--- config.mk ---
export PLATFORM = sky130hd
export DESIGN_NAME = spc_serial_port
export DESIGN_NICKNAME = d
export VERILOG_FILES = /design/src/inc/spc_pkg.sv /design/src/design/spc_serial_port.sv
export VERILOG_INCLUDE_DIRS = /design/src /design/src/inc
export SDC_FILE = /design/constraint.sdc
export NUM_CORES = 1
export LEC_CHECK = 0
export ABC_AREA = 1
export BUFFER_PORTS_ARGS = -buffer_cell sky130_fd_sc_hd__buf_2
export CAP_MARGIN = 5
export CORE_AREA = 10 10 125 127
export CTS_BUF_LIST = sky130_fd_sc_hd__clkbuf_8
export DETAILED_ROUTE_END_ITERATION = 7
export DIE_AREA = 0 0 135 137
export PLACE_DENSITY = 0.81
export SLEW_MARGIN = 15
export SYNTH_ARGS = -nofsm -noshare
export SYNTH_HDL_FRONTEND = slang
export SYNTH_SLANG_ARGS = --single-unit
--- constraint.sdc ---
create_clock -name i_clk -period 4.62 [get_ports i_clk]
set_clock_uncertainty 0.2 [all_clocks]
set_input_delay 0.231 -clock i_clk [delete_from_list [all_inputs] [get_ports i_clk]]
set_output_delay 0.231 -clock i_clk [all_outputs]
set_load 0.03 [all_outputs]
--- src/inc/spc_defines.svh ---
// constants of the serial port control registers
// What this block does
// - two mode bits pick shift, 8-bit, 9-bit modes
// - bad stop bit sets framing flag; software clears
// - control bit 7 is mode or flag per select
// - 9-bit multiprocessor: ninth bit 1 and address match
// - 8-bit multiprocessor: valid stop and address match
// - reception starts only while receive enable set
// - 9-bit modes send transmit ninth bit
// - 9-bit modes store received ninth bit
// - transmit done flag set at stop bit start (after bit 8 in shift mode); software clears
// - receive done flag set at stop sample (after bit 8 in shift mode)
// - doubling bit doubles rate of modes 1-3
// - data buffer address is two separate registers
// - shift mode clock /24 or /4 by speed-up
// - baud timer clocked /12 or /1 by speed-up
// - broadcast address is value OR mask
// - all don't-care broadcast disables address filtering
// - receive pin wake enable lets RXD activity wake
// - mode 1 rate is 2^double/32 times timer overflow
`ifndef SPC_DEFINES_SVH
`define SPC_DEFINES_SVH
// ****************************************
// register addresses
// ****************************************
`define SPC_ADDR_PWR 8'h87
`define SPC_ADDR_AUX 8'h8e
`define SPC_ADDR_WAKE 8'h8f
`define SPC_ADDR_CTRL 8'h98
`define SPC_ADDR_DATA 8'h99
`define SPC_ADDR_MASK 8'hb9
`define SPC_ADDR_SADR 8'ha9
// ****************************************
// reset values
// ****************************************
`define SPC_RST_PWR 8'h30
`define SPC_RST_ZERO 8'h00
// ****************************************
// field positions
// ****************************************
`define SPC_PWR_DBL 7
`define SPC_PWR_FSEL 6
`define SPC_AUX_T1X 6
`define SPC_AUX_M0X 5
`define SPC_WAKE_RXD 6
// ****************************************
// divider counts
// ****************************************
`define SPC_DIV12 8'd12
`define SPC_DIV2 8'd2
`define SPC_OVS 4'd15
`endif

--- src/inc/spc_pkg.sv ---
// types of the serial port control block
package spc_pkg;
    typedef enum logic [1:0] {
        SPC_M_SHIFT = 2'b00,
        SPC_M_UART8 = 2'b01,
        SPC_M_FIX9 = 2'b10,
        SPC_M_VAR9 = 2'b11
    } spc_mode_t;
    typedef enum logic [1:0] {
        SPC_S_IDLE = 2'b00,
        SPC_S_BUSY = 2'b01
    } spc_st_t;
    typedef struct packed {
        logic [7:0] pwr;
        logic [7:0] aux;
        logic [7:0] wake;
        logic [7:0] ctrl;
        logic [7:0] rxbuf;
        logic [7:0] mask;
        logic [7:0] sadr;
        logic [7:0] rdata;
        logic fe;
        logic [7:0] pre;
        logic [3:0] tick16;
        logic [7:0] tcnt;
        spc_st_t tst;
        logic [10:0] tsh;
        logic [3:0] tbits;
        logic [3:0] tsub;
        logic txd;
        logic sclk;
        spc_st_t rst;
        logic [9:0] rsh;
        logic [3:0] rbits;
        logic [3:0] rsub;
        logic [2:0] vote;
        logic rxd_d;
        logic wake_o;
        logic irq;
        logic oe;
    } spc_state_t;
endpackage

--- src/design/spc_serial_port.sv ---
// serial port control registers with transmit and receive engines
`timescale 1ns/1ps
`default_nettype none
`include "spc_defines.svh"
module spc_serial_port
    import spc_pkg::*;
#(
    parameter logic [7:0] P_RELOAD_DEFAULT = 8'hfd
) (
    // clock, reset, enable
    input wire logic i_clk,
    input wire logic i_rstn,
    input wire logic i_ce,
    // special function register port
    input wire logic [7:0] i_sfr_addr,
    input wire logic i_sfr_wr,
    input wire logic i_sfr_rd,
    input wire logic [7:0] i_sfr_wdata,
    output logic [7:0] o_sfr_rdata,
    // baud timer reload value and power-down state
    input wire logic [7:0] i_timer_reload,
    input wire logic i_power_down,
    input wire logic i_serial_irq_en,
    // serial pins
    input wire logic i_rxd,
    output logic o_txd,
    output logic o_rxd_out,
    output logic o_rxd_oe,
    // events
    output logic o_serial_irq,
    output logic o_wakeup
);
    spc_state_t q, d;

    // address match: mask 1 bits compare, zero broadcast disables filtering
    function automatic logic addr_ok(input logic [7:0] b, input logic [7:0] a,
                                     input logic [7:0] m);
        logic [7:0] bc;
        bc = a | m;
        if (bc == 8'h00) return 1'b1;
        return (((b ^ a) & m) == 8'h00) || (((b ^ 8'hff) & bc) == 8'h00);
    endfunction

    spc_mode_t mode;
    logic [7:0] ctrl_rd;
    logic dbl, fsel;
    assign mode = spc_mode_t'(q.ctrl[7:6]);
    assign dbl = q.pwr[`SPC_PWR_DBL];
    assign fsel = q.pwr[`SPC_PWR_FSEL];
    // bit 7 aliases the mode bit or the framing flag
    assign ctrl_rd = {fsel ? q.fe : q.ctrl[7], q.ctrl[6:0]};

    // ****************************************
    // next state
    // ****************************************
    always_comb begin
        logic btick, tick, stick, setti, setri, majority, nbit, st_ok, rx_accept;
        logic [7:0] rbyte;
        d = q;
        btick = 1'b0;
        tick = 1'b0;
        stick = 1'b0;
        setti = 1'b0;
        setri = 1'b0;
        majority = 1'b0;
        nbit = 1'b0;
        st_ok = 1'b0;
        rx_accept = 1'b0;
        rbyte = 8'h00;
        d.rdata = 8'h00;
        // prescaler gives timer clock, shift clock or fixed-rate ticks
        if (mode == SPC_M_SHIFT) begin
            if (q.pre >= (q.aux[`SPC_AUX_M0X] ? `SPC_DIV2 : `SPC_DIV12) - 8'd1) begin
                d.pre = 8'h00;
                stick = 1'b1;
            end else begin
                d.pre = q.pre + 8'd1;
            end
        end else if (mode == SPC_M_FIX9) begin
            // 16 ticks per bit: /64 -> every 4 clocks, /32 -> every 2
            if (q.pre >= (dbl ? 8'd1 : 8'd3)) begin
                d.pre = 8'h00;
                tick = 1'b1;
            end else begin
                d.pre = q.pre + 8'd1;
            end
        end else begin
            if (q.aux[`SPC_AUX_T1X] || q.pre >= `SPC_DIV12 - 8'd1) begin
                d.pre = 8'h00;
                btick = 1'b1;
            end else begin
                d.pre = q.pre + 8'd1;
            end
            // reload timer overflow; without doubling every second overflow counts
            if (btick) begin
                if (q.tcnt == 8'hff) begin
                    d.tcnt = i_timer_reload;
                    d.tick16[3] = ~q.tick16[3];
                    tick = dbl | q.tick16[3];
                end else begin
                    d.tcnt = q.tcnt + 8'd1;
                end
            end
        end
        // register writes
        if (i_sfr_wr) begin
            case (i_sfr_addr)
                `SPC_ADDR_PWR: d.pwr = i_sfr_wdata;
                `SPC_ADDR_AUX: d.aux = i_sfr_wdata;
                `SPC_ADDR_WAKE: d.wake = i_sfr_wdata;
                `SPC_ADDR_MASK: d.mask = i_sfr_wdata;
                `SPC_ADDR_SADR: d.sadr = i_sfr_wdata;
                `SPC_ADDR_CTRL: begin
                    if (fsel) begin
                        d.fe = i_sfr_wdata[7];
                        d.ctrl[6:0] = i_sfr_wdata[6:0];
                    end else begin
                        d.ctrl = i_sfr_wdata;
                    end
                end
                `SPC_ADDR_DATA: begin
                    // write loads transmit register and starts a frame
                    d.tst = SPC_S_BUSY;
                    d.tsub = 4'h0;
                    d.tbits = 4'h0;
                    if (mode == SPC_M_SHIFT) begin
                        d.tsh = {3'b000, i_sfr_wdata};
                    end else begin
                        d.tsh = {1'b1, q.ctrl[3], i_sfr_wdata, 1'b0};
                    end
                end
                default: d.rdata = 8'h00;
            endcase
        end
        // ---------- transmitter ----------
        if (q.tst == SPC_S_BUSY) begin
            if (mode == SPC_M_SHIFT) begin
                if (stick) begin
                    d.sclk = ~q.sclk;
                    if (q.sclk) begin
                        d.tsh = {1'b0, q.tsh[10:1]};
                        d.tbits = q.tbits + 4'd1;
                        if (q.tbits == 4'd7) setti = 1'b1;
                    end
                end
            end else if (tick) begin
                d.tsub = q.tsub + 4'd1;
                if (q.tsub == `SPC_OVS) begin
                    d.tsh = {1'b1, q.tsh[10:1]};
                    d.tbits = q.tbits + 4'd1;
                    // done at the stop bit start: after bit 9 or 10
                    if (q.tbits == ((mode == SPC_M_UART8) ? 4'd8 : 4'd9)) setti = 1'b1;
                end
            end
        end
        d.txd = (q.tst == SPC_S_BUSY) ?
                ((mode == SPC_M_SHIFT) ? q.sclk : q.tsh[0]) : 1'b1;
        // ---------- receiver ----------
        d.rxd_d = i_rxd;
        if (q.rst == SPC_S_IDLE) begin
            d.rsub = 4'h0;
            d.rbits = 4'h0;
            // reception only while enable set and no byte pending
            if (q.ctrl[4] && !q.ctrl[0]) begin
                if (mode == SPC_M_SHIFT || (q.rxd_d && !i_rxd)) d.rst = SPC_S_BUSY;
            end
        end else if (mode == SPC_M_SHIFT) begin
            if (stick) begin
                d.sclk = ~q.sclk;
                if (!q.sclk) begin
                    d.rsh = {i_rxd, q.rsh[9:1]};
                    d.rbits = q.rbits + 4'd1;
                    if (q.rbits == 4'd7) begin
                        d.rxbuf = {i_rxd, q.rsh[9:3]};
                        setri = 1'b1;
                        d.rst = SPC_S_IDLE;
                    end
                end
            end
        end else if (tick) begin
            d.rsub = q.rsub + 4'd1;
            if (q.rsub >= 4'd7 && q.rsub <= 4'd9) d.vote = {q.vote[1:0], i_rxd};
            if (q.rsub == 4'd10) begin
                majority = (q.vote[0] & q.vote[1]) | (q.vote[1] & q.vote[2]) |
                           (q.vote[0] & q.vote[2]);
                d.rsh = {majority, q.rsh[9:1]};
                d.rbits = q.rbits + 4'd1;
                if (q.rbits == 4'd0 && majority) d.rst = SPC_S_IDLE; // false start
                if (q.rbits == ((mode == SPC_M_UART8) ? 4'd9 : 4'd10)) begin
                    d.rst = SPC_S_IDLE;
                    st_ok = majority;
                    if (mode == SPC_M_UART8) begin
                        rbyte = q.rsh[9:2];
                        nbit = majority;
                    end else begin
                        rbyte = q.rsh[8:1];
                        nbit = q.rsh[9];
                    end
                    if (!st_ok) d.fe = 1'b1;
                    if (!q.ctrl[5]) begin
                        rx_accept = 1'b1;
                    end else if (mode == SPC_M_UART8) begin
                        rx_accept = st_ok && addr_ok(rbyte, q.sadr, q.mask);
                    end else begin
                        rx_accept = nbit && addr_ok(rbyte, q.sadr, q.mask);
                    end
                    if (rx_accept && !q.ctrl[0]) begin
                        d.rxbuf = rbyte;
                        d.ctrl[2] = nbit;
                        setri = 1'b1;
                    end
                end
            end
        end
        if (q.tst == SPC_S_BUSY && setti) d.tst = SPC_S_IDLE;
        // hardware set wins over a software clear in the same cycle
        if (setti) d.ctrl[1] = 1'b1;
        if (setri) d.ctrl[0] = 1'b1;
        // registered copies so the pins come straight from flip-flops
        d.irq = d.ctrl[1] | d.ctrl[0];
        d.oe = (spc_mode_t'(d.ctrl[7:6]) == SPC_M_SHIFT) && (d.tst == SPC_S_BUSY);
        // read path
        if (i_sfr_rd) begin
            case (i_sfr_addr)
                `SPC_ADDR_PWR: d.rdata = q.pwr;
                `SPC_ADDR_AUX: d.rdata = q.aux;
                `SPC_ADDR_WAKE: d.rdata = q.wake;
                `SPC_ADDR_CTRL: d.rdata = ctrl_rd;
                `SPC_ADDR_DATA: d.rdata = q.rxbuf;
                `SPC_ADDR_MASK: d.rdata = q.mask;
                `SPC_ADDR_SADR: d.rdata = q.sadr;
                default: d.rdata = 8'h00;
            endcase
        end
        // wake on falling rxd while powered down
        d.wake_o = i_power_down && q.wake[`SPC_WAKE_RXD] && i_serial_irq_en &&
                   q.rxd_d && !i_rxd;
    end

    // ****************************************
    // state register
    // ****************************************
    always_ff @(posedge i_clk) begin
        if (!i_rstn) begin
            q <= '0;
            q.pwr <= `SPC_RST_PWR;
            q.tcnt <= P_RELOAD_DEFAULT;
            q.txd <= 1'b1;
            q.rxd_d <= 1'b1;
            q.rsh <= 10'h3ff;
        end else if (i_ce) begin
            q <= d;
        end
    end

    // outputs straight from flip-flops
    assign o_sfr_rdata = q.rdata;
    assign o_txd = q.txd;
    assign o_rxd_out = q.tsh[0];
    assign o_rxd_oe = q.oe;
    assign o_serial_irq = q.irq;
    assign o_wakeup = q.wake_o;
endmodule
`default_nettype wire

# Word-level counts from Yosys, hierarchy flattened

Cells that the tools add are included.

Bits in latches: 0
RAM bits: 0
Bits of input ports: 32
Flip-flop bits (word level): 132
Memories: 0
Output and inout port bits: 13
Bits in read-only memories: 0
Word-level logic and storage cells: 282

$lt $le $gt $ge: 5
Muxes and demuxes: 151
Bitwise logic cells: 17
Multipliers: 0
$add $sub $neg: 7
Eq/ne operators: 27
Reductions and logical operators: 47
Div/mod/pow operators: 0
Shift operators: 0

Operators by type and width:

| kind                                                   | count |
|---|---|
| 2-to-1 mux 8 bit                                       | 24 |
| 2-to-1 mux 1 bit                                       | 99 |
| equality test 8 bit (second input constant)            | 8 |
| 2-to-1 mux 15 bit                                      | 4 |
| case mux 8 bit (7 select lines)                        | 1 |
| 2-to-1 mux 16 bit                                      | 3 |
| 2-to-1 mux 21 bit                                      | 2 |
| 2-to-1 mux 19 bit                                      | 2 |
| logical NOT 8 bit                                      | 3 |
| 2-to-1 mux 23 bit                                      | 1 |
| AND reduction 3 bit                                    | 7 |
| 2-to-1 mux 2 bit                                       | 9 |
| AND reduction 9 bit                                    | 2 |
| 2-to-1 mux 17 bit                                      | 1 |
| adder 4 x 1 -> 4 bit (second input constant)           | 4 |
| adder 8 x 1 -> 8 bit (second input constant)           | 2 |
| bitwise AND 8 bit                                      | 2 |
| AND reduction 5 bit                                    | 3 |
| logical AND 1 bit                                      | 13 |
| 2-to-1 mux 11 bit                                      | 1 |
| inequality test 2 x 1 -> 1 bit (second input constant) | 5 |
| nonzero test 2 bit                                     | 5 |
| equality test 4 x 3 -> 1 bit (second input constant)   | 2 |
| equality test 4 bit                                    | 2 |
| 29 further kinds                                       | 49 |

# Logic depth before layout (Yosys ltp)

Gate-level depths: netlist (run 1).

Depth after elaboration: 40
Mapped depth: 18
Mapped depth without buffers: 17

# Worst setup path before layout (run 1)

Ideal clock, no wire load.

Path kind: register to register
Start: reg q[50] (netlist bit)
End: reg q[102] (netlist bit)
Cell stages (with the launch flop): 16
Period minus slack after synthesis: 2350 ps
Data required time: 4358 ps
Buffers on the path: 0
Path slack: 2270 ps
Data arrival time: 2088 ps
Cells stage by stage: dfxtp_1 ha_1 nand2_1 nor2_2 nand3_2 nor2_4 nand3_1 nand2_2 a21oi_4 nor2_8 nand3_4 nor3_4 nand2_4 inv_4 nor2_2 nor2_2

Cells in the longest elaborated chain, start to end: 7

RTL lines:

| item                          | line                  | text |
|---|---|---|
| start: declaration            | spc_serial_port.sv:33 | `spc_state_t q, d;` |
| equality test 8 bit           | spc_serial_port.sv:96 | `if (q.tcnt == 8'hff) begin` |
| 2-to-1 mux 1 bit              | spc_serial_port.sv:96 |  |
| 2-to-1 mux 1 bit              | spc_serial_port.sv:95 | `if (btick) begin` |
| 2-to-1 mux 1 bit              | spc_serial_port.sv:79 | `end else if (mode == SPC_M_FIX9) begin` |
| 2-to-1 mux 1 bit              | spc_serial_port.sv:72 | `if (mode == SPC_M_SHIFT) begin` |
| nonzero test 2 bit (no line)  | --                    |  |
| AND reduction 9 bit (no line) | --                    |  |

No other way between the ends.
A chain may end at the register's enable or synchronous reset.

# Worst setup path in the final report (run 1)

Start: reg q, in the netlist ctrl_rd[6]
End: reg q[36] (netlist bit)

Cells in the longest elaborated chain, start to end: 6

RTL lines:

| item                  | line                   | text |
|---|---|---|
| equality test 2 bit   | spc_serial_port.sv:79  |  |
| 2-to-1 mux 1 bit      | spc_serial_port.sv:79  |  |
| 2-to-1 mux 1 bit      | spc_serial_port.sv:72  |  |
| 2-to-1 mux 19 bit     | spc_serial_port.sv:146 | `end else if (tick) begin` |
| 2-to-1 mux 15 bit (*) | spc_serial_port.sv:137 | `if (mode == SPC_M_SHIFT) begin` |
| 2-to-1 mux 19 bit (*) | spc_serial_port.sv:136 | `if (q.tst == SPC_S_BUSY) begin` |

Mark *: on every way between the ends. The rest lies on a longest branch, timed or not.

==> summary.md, run 1 <==
| Metric | Value |
|---|---|
| P_leak | 3.25 nW |
| CTS tree | done |
| Setup repair bufs after CTS | 0 |
| Full die area | 18,500 µm² |
| Final Setup Violations | 0 |
| Placed insts | 1,213 |
| Average wire per standard cell | 15.7 µm |
| Unrepaired setup endpoints after global routing | false |
| DRT Wirelength | 19,900 µm |
| Nets | 1,121 |
| Vias per std cell | 5.69 |
| Crit-path cells | nor2_4, inv_1, nor2_2, nand2_1, nand2_1, nand2_1, inv_1, o21ai_0, a21oi_1, nor2_1, nor2_1 |
| Crit path DAT | 3.69 ns |
| CTS Buffer Depth | 2 |
| Num CTS Buffers | 17 |
| GR Overflow Total | 0 |
| Ys async rst share | 0% |
| Placer Congestion | 0.958 |
| Max reg flops | 107 |
| Num ports | 45 |
| Net Count, Synth | 1,085 |
| Sink Count | 130 |
| Setup TNS Final | 0 ns |
| Status | finished, final reports clean |
| Vias in the first global route | 6,516 |
| Hold path start | i_sfr_addr[2] |
| Synth top area cells | dfxtp_1 (37%), nand2_1 (11%), o21ai_0 (8.2%) |
| #FFs+latches synth | 130 |
| Cell accounting for the most synthesized area | dfxtp_1 |
| # Max-Cap Violations | 0 |
| Total Power | 2.14 mW |
| Final period utilization | 76.6% |
| Slew Limit Fails | 0 |
| Root Buffer | clkbuf_8 |
| Clock Pin Slew Worst Setup and Hold Paths | 0.07 ns |
| Skew-Pair Late Insertion Delay | 0.46 ns |
| CP Launch Type | flip-flop |
| CP Data Required Time | 4.77 ns |
| Main synth FF type | dfxtp_1 |
| Netlist cell types | 50 |
| Die Height | 137 µm |
| Share of layout cells above drive strength 1 | 9.85% |
| Antenna diodes | 0 |
| Slowest library cell on the worst path | dfxtp_1 |
| Synth top area share | 36.6% |
| Most used cell, CP | nand2_1 |
| First-pass DRT Iterations | 5 |
| Count leader, synth | nand2_1 |
| Area after DPL | 7340 µm² |
| Largest net degree at the start of global routing | 65 |
| Antenna violations before repair | 0 |
| Detailed Place HPWL | 14,100 µm |
| H-tree Lvls | 4 |
| Final hold violations | 0 |
| Sequential share of the synthesized area | 36.6% |
| Reg2reg path depth | 11 |
| Peak supply drop | 0.180 mV |
| Final min period | 3.54 ns |
| First-pass GRT wire length | 32,300 µm |
| Crit-path max cell delay | 0.79 ns |
| # rows | 42 |
| Largest Register | q |
| PwrDens | 271 nW/µm² |
| Yosys warning total | 0 |
| Starting Density | 54.4% |
| HP Class | in -> reg |
| DRC | 0 |
| Critical Path Fanout Max | 31 |
| # fillers | 1,214 |
| Synthesized area | 7120 µm² |
| Top cells by count, synth | nand2_1 (208), dfxtp_1 (130), o21ai_0 (117) |
| Max Clock Freq | 0.282 GHz |
| Antenna-violating nets left | 0 |
| Crit path capture type | flip-flop |
| Crit Path Category | reg -> reg |
| Count of buffers from port buffering | 44 |
| Vias | 7,183 |
| Least-Margin Pin Slew | 1.02 ns |
| Hold Crit Depth | 5 |
| Post-synth EDFFs | 0 |
| Die X | 135 µm |
| Layout area overhead | 10.7% |
| Overall Global Routing Usage | 21.5% |
| Core Area | 13,100 µm² |
| RR Startpoint | ctrl_rd[6] |
| Layout Cells excl Fill | 1,262 |
| Fin area | 7870 µm² |
| Initial drt markers | 756 |
| Rel. slew slack | 31.7% |
| Crit. Startpoint | ctrl_rd[6] |
| Core Util, Final | 60.2% |
| Syn_area_per_cell | 6.84 µm² |
| Post-Synthesis Cells | 1,040 |
layout make-up:
class / count / area, µm² / share of cell area (%)
clock buffer: 21 / 289 / 3.67
clock inverter: 8 / 40.0 / 0.509
inverter: 118 / 445 / 5.66
multi-input combinational: 741 / 3830 / 48.6
sequential: 130 / 2600 / 33.1
tap: 176 / 220 / 2.80
timing repair buffer: 68 / 450 / 5.72
layer usage:
layer | vias to the layer above | GRT usage, % | routed length, µm
li1 | 3576 | - | -
met1 | 3253 | 28.1 | 8710
met2 | 300 | 33.1 | 8730
met3 | 54 | 4.33 | 1680
met4 | 0 | 11.0 | 749
met5 | - | 0 | 0
placed cells by master (no fill, tap or decap), types with 2 or more instances in the layout:
cell type	count
a211oi_1	8
nor2_2	14
buf_2	44
o221ai_1	2
dlygate4sd3_1	20
o41ai_1	6
inv_1	114
buf_4	4
xnor2_1	3
nand3_1	92
a41oi_1	2
clkinv_2	5
o211ai_1	20
ha_1	13
nand4_1	9
a21oi_1	109
o31ai_1	9
a221oi_1	2
a211o_1	2
nor3_1	12
nand2_1	208
nand2_4	2
clkbuf_8	21
o311ai_0	2
o22ai_1	2
nor2_1	71
xor2_1	8
inv_2	3
o21ai_0	117
nor2_4	3
a31oi_1	6
o2111ai_1	2
nor4_1	2
clkinv_1	2
dfxtp_1	130
critical path: cells and delay by family, from the launching register on:
family | cells | cell delay, ns
buffers and inverters | 2 | 0.88
AOI/OAI and AO/OA | 2 | 0.26
and+or+nand+nor | 7 | 1.29
DFF | 1 | 0.79
what timing repair did:
action / in CTS / in global routing
hold endpoints to repair: 36 / 0
gates resized for setup: 0 / 0
hold buffers: 20 / 0
report_power, final:
group	internal, mW	switching (mW)
Clock	0.409	0.426
Combinational	0.0500	0.109
Sequential	1.13	0.0125
cell families (layout without fill, tap and decap cells):
logic type               Yosys count  in the layout  synth area share (%)
buffers and inverters            169            215                  9.65
XOR/XNOR                          11             11                  1.35
AND/OR/NAND/NOR                  422            422                  26.4
flip-flops                       130            130                  36.6
adder cells (fa/ha/maj)           13             13                  2.29
AO/OA/AOI/OAI                    295            295                  23.7
stage by stage:
stage / setup WS [ns] / hold slack (ns)
finish: 1.08 / 0.0850
global route: 0.669 / 0.155
CTS: 1.12 / 0.0702
detailed placement: 1.12 / 0.232
global placement: 1.27 / 0.232
floorplan: 2.27 / 0.157
worst paths after layout:
| kind | slack, ns | to |
|---|---|---|
| worst min-delay path | 0.08 | q[113] |
| worst max register to register | 1.08 | q[36] |
| worst max-delay path | 1.08 | q[36] |
| worst min register to register | 0.24 | q[67] |
Power figures use the tool's default switching activity.
==> run 2: changes to the inputs <==
--- a/config.mk
+++ b/config.mk
@@ -13,7 +13,7 @@
 export CTS_BUF_LIST = sky130_fd_sc_hd__clkbuf_8
 export DETAILED_ROUTE_END_ITERATION = 7
 export DIE_AREA = 0 0 135 137
-export PLACE_DENSITY = 0.81
+export PLACE_DENSITY = 0.83
 export SLEW_MARGIN = 15
 export SYNTH_ARGS = -nofsm -noshare
 export SYNTH_HDL_FRONTEND = slang
==> constraint.sdc (replaced) <==
create_clock -name i_clk -period 3.08 [get_ports i_clk]
set_clock_uncertainty 0.2 [all_clocks]
set_input_delay 0.154 -clock i_clk [delete_from_list [all_inputs] [get_ports i_clk]]
set_output_delay 0.154 -clock i_clk [all_outputs]
set_load 0.03 [all_outputs]
==> run 2 against run 1 <==
Core utilization is 1.3 points higher. Critical endpoint is now q[102]. Sequential power increased by 50%. Die area stayed put. Maximum frequency grew 25%. First-iteration DRC count increased by 5.4%. Global-route usage up 0.073 points. Setup slack got worse by 0.82 ns. Critical path type unchanged.
==> summary.md, run 2 (same netlist as run 1, synthesis figures left out) <==
| Metric | Value |
|---|---|
| Net Sw Frac | 26.5% (+0.86 points) |
| Most used routing layer | met2 |
| Full die area | 18,500 µm² (unchanged) |
| CTS tree | done |
| CP Data Required Time | 3.23 ns (-1.54 ns) |
| DRC | 0 (unchanged) |
| Clock Power Share | 39.4% (+0.3 points) |
| Most frequent cells in the layout | nand2_1 (207), dfxtp_1 (130), o21ai_0 (117), inv_1 (114), a21oi_1 (109) |
| Starting Density | 54.4% (unchanged) |
| Setup TNS Final | 0 ns (unchanged) |
| DRT Wirelength | 20,100 µm (+1.0%) |
| # Max-Cap Violations | 0 (unchanged) |
| Sink Count | 130 (unchanged) |
| Layout area overhead | 13.1% |
| Largest net degree at the start of global routing | 64 (-1.5%) |
| Core Area | 13,100 µm² (unchanged) |
| Count of buffers from port buffering | 44 (unchanged) |
| Placer Congestion | 0.926 (-3.4%) |
| Met1 usage | 27.8% (-0.35 points) |
| Num CTS Buffers | 17 (unchanged) |
| Final hold violations | 0 (unchanged) |
| Overall Global Routing Usage | 21.6% (+0.073 points) |
| Cell-internal power | 2.38 mW (+50%) |
| Placed insts | 1,227 (+1.2%) |
| Antenna-violating nets left | 0 (unchanged) |
| Critical Path Fanout Max | 7 (-77%) |
| Switching pwr | 856 µW (+57%) |
| CTS Buffer Depth | 2 (unchanged) |
| Status | finished, final reports clean |
| Max reg flops | 107 (unchanged) |
| Skew-Pair Late Insertion Delay | 0.45 ns (about the same) |
| Unrepaired setup endpoints after global routing | false |
| Crit Path Category | reg -> reg |
| Layout Cells excl Fill | 1,284 (+1.7%) |
| P_leak | 3.35 nW (+3.2%) |
| Share of layout cells above drive strength 1 | 11.5% (+1.6 points) |
| HP Class | in -> reg |
| GR Overflow Total | 0 (unchanged) |
| Rel. slew slack | 40.4% (+8.7 points) |
| Root Buffer | clkbuf_8 |
| Clock Pin Slew Worst Setup and Hold Paths | 0.07 ns (about the same) |
| Nets | 1,141 (+1.8%) |
| Dpl ws | 0.291 ns (-0.834 ns) |
| # rows | 42 (unchanged) |
| Final period utilization | 91.7% (+15 points) |
| Vias in the first global route | 6,509 (-0.11%) |
| Max Clock Freq | 0.354 GHz (+25%) |
| Largest Register | q |
| Initial drt markers | 797 (+5.4%) |
| Final WS setup | 0.254 ns (-0.825 ns) |
| Total Power | 3.24 mW (+51%) |
| Detailed Place HPWL | 14,200 µm (+0.46%) |
| Final min period | 2.83 ns (-0.715 ns) |
| R2R Setup Slk | 0.25 ns (-0.82 ns) |
| Slew Limit Fails | 0 (unchanged) |
| PwrDens | 402 nW/µm² (+48%) |
| Final Setup Violations | 0 (unchanged) |
| Fin area | 8050 µm² (+2.2%) |
| Seq pwr share | 52.9% (-0.6 points) |
| Peak supply drop | 0.253 mV (+41%) |
| H-tree Lvls | 4 (unchanged) |
| Least-Margin Pin Slew | 0.893 ns (-0.128 ns) |
| First-pass DRT Iterations | 6 (+1) |
| Met2 usage | 34.1% (+0.98 points) |
| Crit path DAT | 2.98 ns (-0.71 ns) |
| Comb pwr share | 7.6% (+0.2 points) |
| CP Launch Type | flip-flop |
| Die Height | 137 µm (unchanged) |
| Commonest non-fill, non-tap cell in the layout | nand2_1 |
| Vias per std cell | 5.68 (-0.22%) |
| Die X | 135 µm (unchanged) |
| First-pass GRT wire length | 32,400 µm (+0.17%) |
| Met3 track utilization from global routing | 6.20% (+1.9 points) |
| Average wire per standard cell | 15.6 µm (-0.72%) |
| Num ports | 45 (unchanged) |
| Worst hold margin | 0.0275 ns (-0.0575 ns) |
| Core Util, Final | 61.5% (+1.3 points) |
| Area after DPL | 7450 µm² (+1.4%) |
| Vias | 7,292 (+1.5%) |
| Antenna diodes | 0 (unchanged) |
| Antenna violations before repair | 0 (unchanged) |
| Crit path capture type | flip-flop |
## run 2: routing by layer
layer / up-vias / share of wire [%]
li1: 3627 / -
met4: 0 / 2.5
met5: - / 0
met1: 3300 / 43
met2: 319 / 45
met3: 46 / 9.5
## run 2: final timing paths
path / start / end / cells after the start
max: ctrl_rd[6] / q[102] / 16
min: i_sfr_addr[2] / q[117] / 5
max reg2reg: ctrl_rd[6] / q[102] / 16
min reg2reg: q[69] / q[69] / 2
## run 2: timing repair
action / 4_1_cts / 5_1_grt
gates resized for setup: 0 / 1
setup endpoints to repair: 0 / 17
endpoints found under the hold margin: 59 / 0
hold buffers: 23 / 0
setup buffers: 0 / 3
## run 2: power by group through the flow
stage	clock network, mW	logic, mW	registers [mW]
finish	1.28	0.247	1.71
global route	1.36	0.270	1.72
CTS	1.29	0.241	1.71
detailed placement	0	0.221	1.75
global placement	0	0.219	1.75
floorplan	0	0.137	1.75
## run 2: area by class of cell
type,instances,area (µm²)
clock buffers,20,275
clock inverters,11,65.1
fillers,1168,5040
inverters,118,445
multi-input cells,741,3830
flip-flops and latches,130,2600
well taps,176,220
repair buffers,88,608
## run 2: critical path, cell delays in order, from the launching register on
cell and delay [ns]:
dfxtp_1 0.57, inv_1 0.11, nor2_1 0.37, nand2_1 0.16, nand2_1 0.12, o21ai_0 0.08, nand2_1 0.09, nor2_1 0.04
nand2_1 0.05, nand2_1 0.07, nand2_1 0.08, a21oi_1 0.07, or2_0 0.35, nand2_4 0.16, inv_4 0.07, nor2_2 0.10
nor2_2 0.03
==> run 3: changes to the inputs <==
--- a/config.mk
+++ b/config.mk
@@ -6,13 +6,12 @@
 export SDC_FILE = /design/constraint.sdc
 export NUM_CORES = 1
 export LEC_CHECK = 0
-export ABC_AREA = 1
 export BUFFER_PORTS_ARGS = -buffer_cell sky130_fd_sc_hd__buf_2
 export CAP_MARGIN = 5
-export CORE_AREA = 10 10 125 127
+export CORE_AREA = 10 10 132 122
 export CTS_BUF_LIST = sky130_fd_sc_hd__clkbuf_8
 export DETAILED_ROUTE_END_ITERATION = 7
-export DIE_AREA = 0 0 135 137
+export DIE_AREA = 0 0 142 132
 export PLACE_DENSITY = 0.83
 export SLEW_MARGIN = 15
 export SYNTH_ARGS = -nofsm -noshare
==> run 3 against run 2 <==
Setup slack got worse by 0.046 ns. Routed wire length grew 0.46%. Final area increased by 1.8%. Flip-flop and latch count is the same. Global-route usage shrank 0.40 points. Sequential share of layout area fell by 0.58 points. Hold slack improved by 0.022 ns. Largest cell class unchanged. Highest routed layer unchanged.
==> summary.md, run 3 <==
| Metric | Value |
|---|---|
| Status | finished, final reports clean |
| Placed insts | 1,051 (-14%) |
| Crit path capture type | flip-flop |
| Top cells by count, synth | dfxtp_1 (130), nand2_1 (125), nor2_1 (98) |
| Slew Limit Fails | 0 (unchanged) |
| Ys async rst share | 0% (unchanged) |
| Antenna-violating nets left | 0 (unchanged) |
| # fillers | 1,138 (-2.6%) |
| Clock Pin Slew Worst Setup and Hold Paths | 0.08 ns (about the same) |
| Vias | 6,857 (-6.0%) |
| Critical Path Fanout Max | 21 (+14) |
| Max Clock Freq | 0.348 GHz (-1.6%) |
| Hold path start | i_ce |
| Vias in the first global route | 6,338 (-2.6%) |
| Synth top area share | 36.0% (-0.61 points) |
| Rel. slew slack | 56.9% (+17 points) |
| Overall Global Routing Usage | 21.2% (-0.40 points) |
| HP Class | in -> reg |
| DRT Wirelength | 20,200 µm (+0.46%) |
| Final Setup Violations | 0 (unchanged) |
| P_leak | 3.14 nW (-6.2%) |
| Final min period | 2.87 ns (+0.0457 ns) |
| Peak supply drop | 0.348 mV (+37%) |
| Slowest library cell on the worst path | dfxtp_1 |
| Net Count, Synth | 937 (-14%) |
| Crit. Startpoint | dbl |
| Sink Count | 130 (unchanged) |
| Count leader, synth | dfxtp_1 |
| Setup TNS Final | 0 ns (unchanged) |
| Crit-path max cell delay | 0.48 ns (-0.09 ns) |
| Least-Margin Pin Slew | 0.646 ns (-0.246 ns) |
| Full die area | 18,700 µm² (+1.3%) |
| Die Height | 132 µm (-3.6%) |
| Yosys warning total | 0 (unchanged) |
| Share of layout cells above drive strength 1 | 15.0% (+3.5 points) |
| Post-Synthesis Cells | 892 (-14%) |
| Starting Density | 54.8% (+0.38 points) |
| Post-synth EDFFs | 0 (unchanged) |
| Fin area | 8190 µm² (+1.8%) |
| Antenna violations before repair | 1 (+1) |
| Crit-path cells | ha_1, a2111oi_2, and2_1, o21a_2, nor3_2, o2111ai_1, buf_4, nor3b_1, o21a_1 |
| Netlist cell types | 75 (+50%) |
| CTS tree | done |
| Detailed Place HPWL | 13,600 µm (-4.1%) |
| Layout Cells excl Fill | 1,109 (-14%) |
| Area after DPL | 7500 µm² (+0.64%) |
| Main synth FF type | dfxtp_1 |
| Nets | 972 (-15%) |
| CP Data Required Time | 3.24 ns (about the same) |
| Unrepaired setup endpoints after global routing | false |
| Commonest non-fill, non-tap cell in the layout | dfxtp_1 |
| PwrDens | 428 nW/µm² (+6.5%) |
| CTS Buffer Depth | 2 (unchanged) |
| Num ports | 45 (unchanged) |
| Setup repair bufs after CTS | 0 (unchanged) |
| Cell accounting for the most synthesized area | dfxtp_1 |
| Syn_area_per_cell | 8.11 µm² (+19%) |
| Count of buffers from port buffering | 44 (unchanged) |
| Num CTS Buffers | 17 (unchanged) |
| Synthesized area | 7240 µm² (+1.7%) |
| Layout area overhead | 13.2% |
| Core Area | 13,200 µm² (+0.98%) |
| #FFs+latches synth | 130 (unchanged) |
| # rows | 40 (-4.8%) |
| Skew-Pair Late Insertion Delay | 0.46 ns (about the same) |
| R2R Setup Slk | 0.21 ns (-0.05 ns) |
| Crit Path Category | reg -> reg |
| Placer Congestion | 0.953 (+2.9%) |
| GR Overflow Total | 0 (unchanged) |
| H-tree Lvls | 4 (unchanged) |
| CP Launch Type | flip-flop |
| Average wire per standard cell | 18.2 µm (+16%) |
| First-pass DRT Iterations | 5 (-1) |
| First-pass GRT wire length | 33,000 µm (+1.9%) |
| Most frequent cells in the layout | dfxtp_1 (130), nand2_1 (125), nor2_1 (98), mux2i_1 (69), a21oi_1 (61) |
| Initial drt markers | 759 (-4.8%) |
| Crit path DAT | 3.03 ns (+0.05 ns) |
| Root Buffer | clkbuf_8 |
| Area of the multi-input gates | 4260 µm² (+11%) |
| # Max-Cap Violations | 0 (unchanged) |
| Largest Register | q |
| Final period utilization | 93.2% (+1.5 points) |
| RR Startpoint | dbl |
| Final hold violations | 0 (unchanged) |
| Vias per std cell | 6.18 (+8.9%) |
| Largest net degree at the start of global routing | 64 (unchanged) |
| Max reg flops | 107 (unchanged) |
| DRC | 0 (unchanged) |
| Die X | 142 µm (+5.2%) |
| Synth top area cells | dfxtp_1 (36%), mux2i_1 (9.5%), nand2_1 (6.5%) |
| Sequential share of the synthesized area | 36.0% (-0.61 points) |
| FF+latch area | 2600 µm² (unchanged) |
## run 3: logic make-up after synthesis
family | count (synthesis) | share of synthesized area (%)
simple gates | 351 | 23.1
compound gates | 205 | 18.4
flops | 130 | 36.0
mux | 89 | 12.7
buf+inv | 85 | 5.26
xor+xnor | 18 | 2.18
fa+ha+maj | 14 | 2.39
## run 3: report_power, final
part / internal (mW) / total [mW] / switching, mW / leakage, nW
registers: 1.69 / 1.70 / 0.0125 / 1.05
logic: 0.0717 / 0.198 / 0.126 / 1.89
clock network: 0.858 / 1.61 / 0.751 / 0.207
## run 3: timing repair
action / CTS / global route
setup endpoints to repair: 0 / 18
hold buffers: 25 / 0
gates resized for setup: 0 / 2
hold endpoints to repair: 58 / 0
## run 3: per-layer routing
metal / global-route usage [%] / part of all wire (%) / vias up
li1: - / - / 3248
met1: 28.3 / 44 / 3292
met2: 31.9 / 46 / 280
met3: 5.33 / 8.2 / 37
met4: 8.06 / 2.1 / 0
met5: 0 / 0 / -
## run 3: final timing paths
| path | end | cells past startpoint |
|---|---|---|
| max | q[14] | 9 |
| min reg2reg | q[116] | 2 |
| min | q[41] | 3 |
| max reg2reg | q[14] | 9 |
## run 3: area by class of cell
class / instances / share of cell area, %
well taps: 168 / 2.57
clock buffers: 19 / 3.19
inverters: 11 / 0.504
diodes: 1 / 0.0305
flip-flops and latches: 130 / 31.8
multi-input cells: 677 / 52.0
clock inverters: 13 / 2.14
repair buffers: 90 / 7.82
## run 3: stage by stage
step           setup WS [ns]  utilization (%)  hold WS, ns  power, mW
2_1_floorplan          0.559                -       0.0825       1.85
3_3_place_gp           0.341             56.7        0.231       1.91
3_5_place_dp           0.175             56.7        0.239       1.91
4_1_cts               0.0963             61.9       0.0200       3.51
5_1_grt               0.0562             62.0       0.0480       3.61
6_report               0.209             62.0       0.0496       3.51
## run 3: critical path: cells and delay by family, from the launching register on
| family | cells | cell delay (ns) |
|---|---|---|
| AND/OR/NAND/NOR | 3 | 0.41 |
| AO/OA/AOI/OAI | 4 | 1.10 |
| buffers and inverters | 1 | 0.26 |
| flip-flops | 1 | 0.48 |
| adder cells (fa/ha/maj) | 1 | 0.31 |
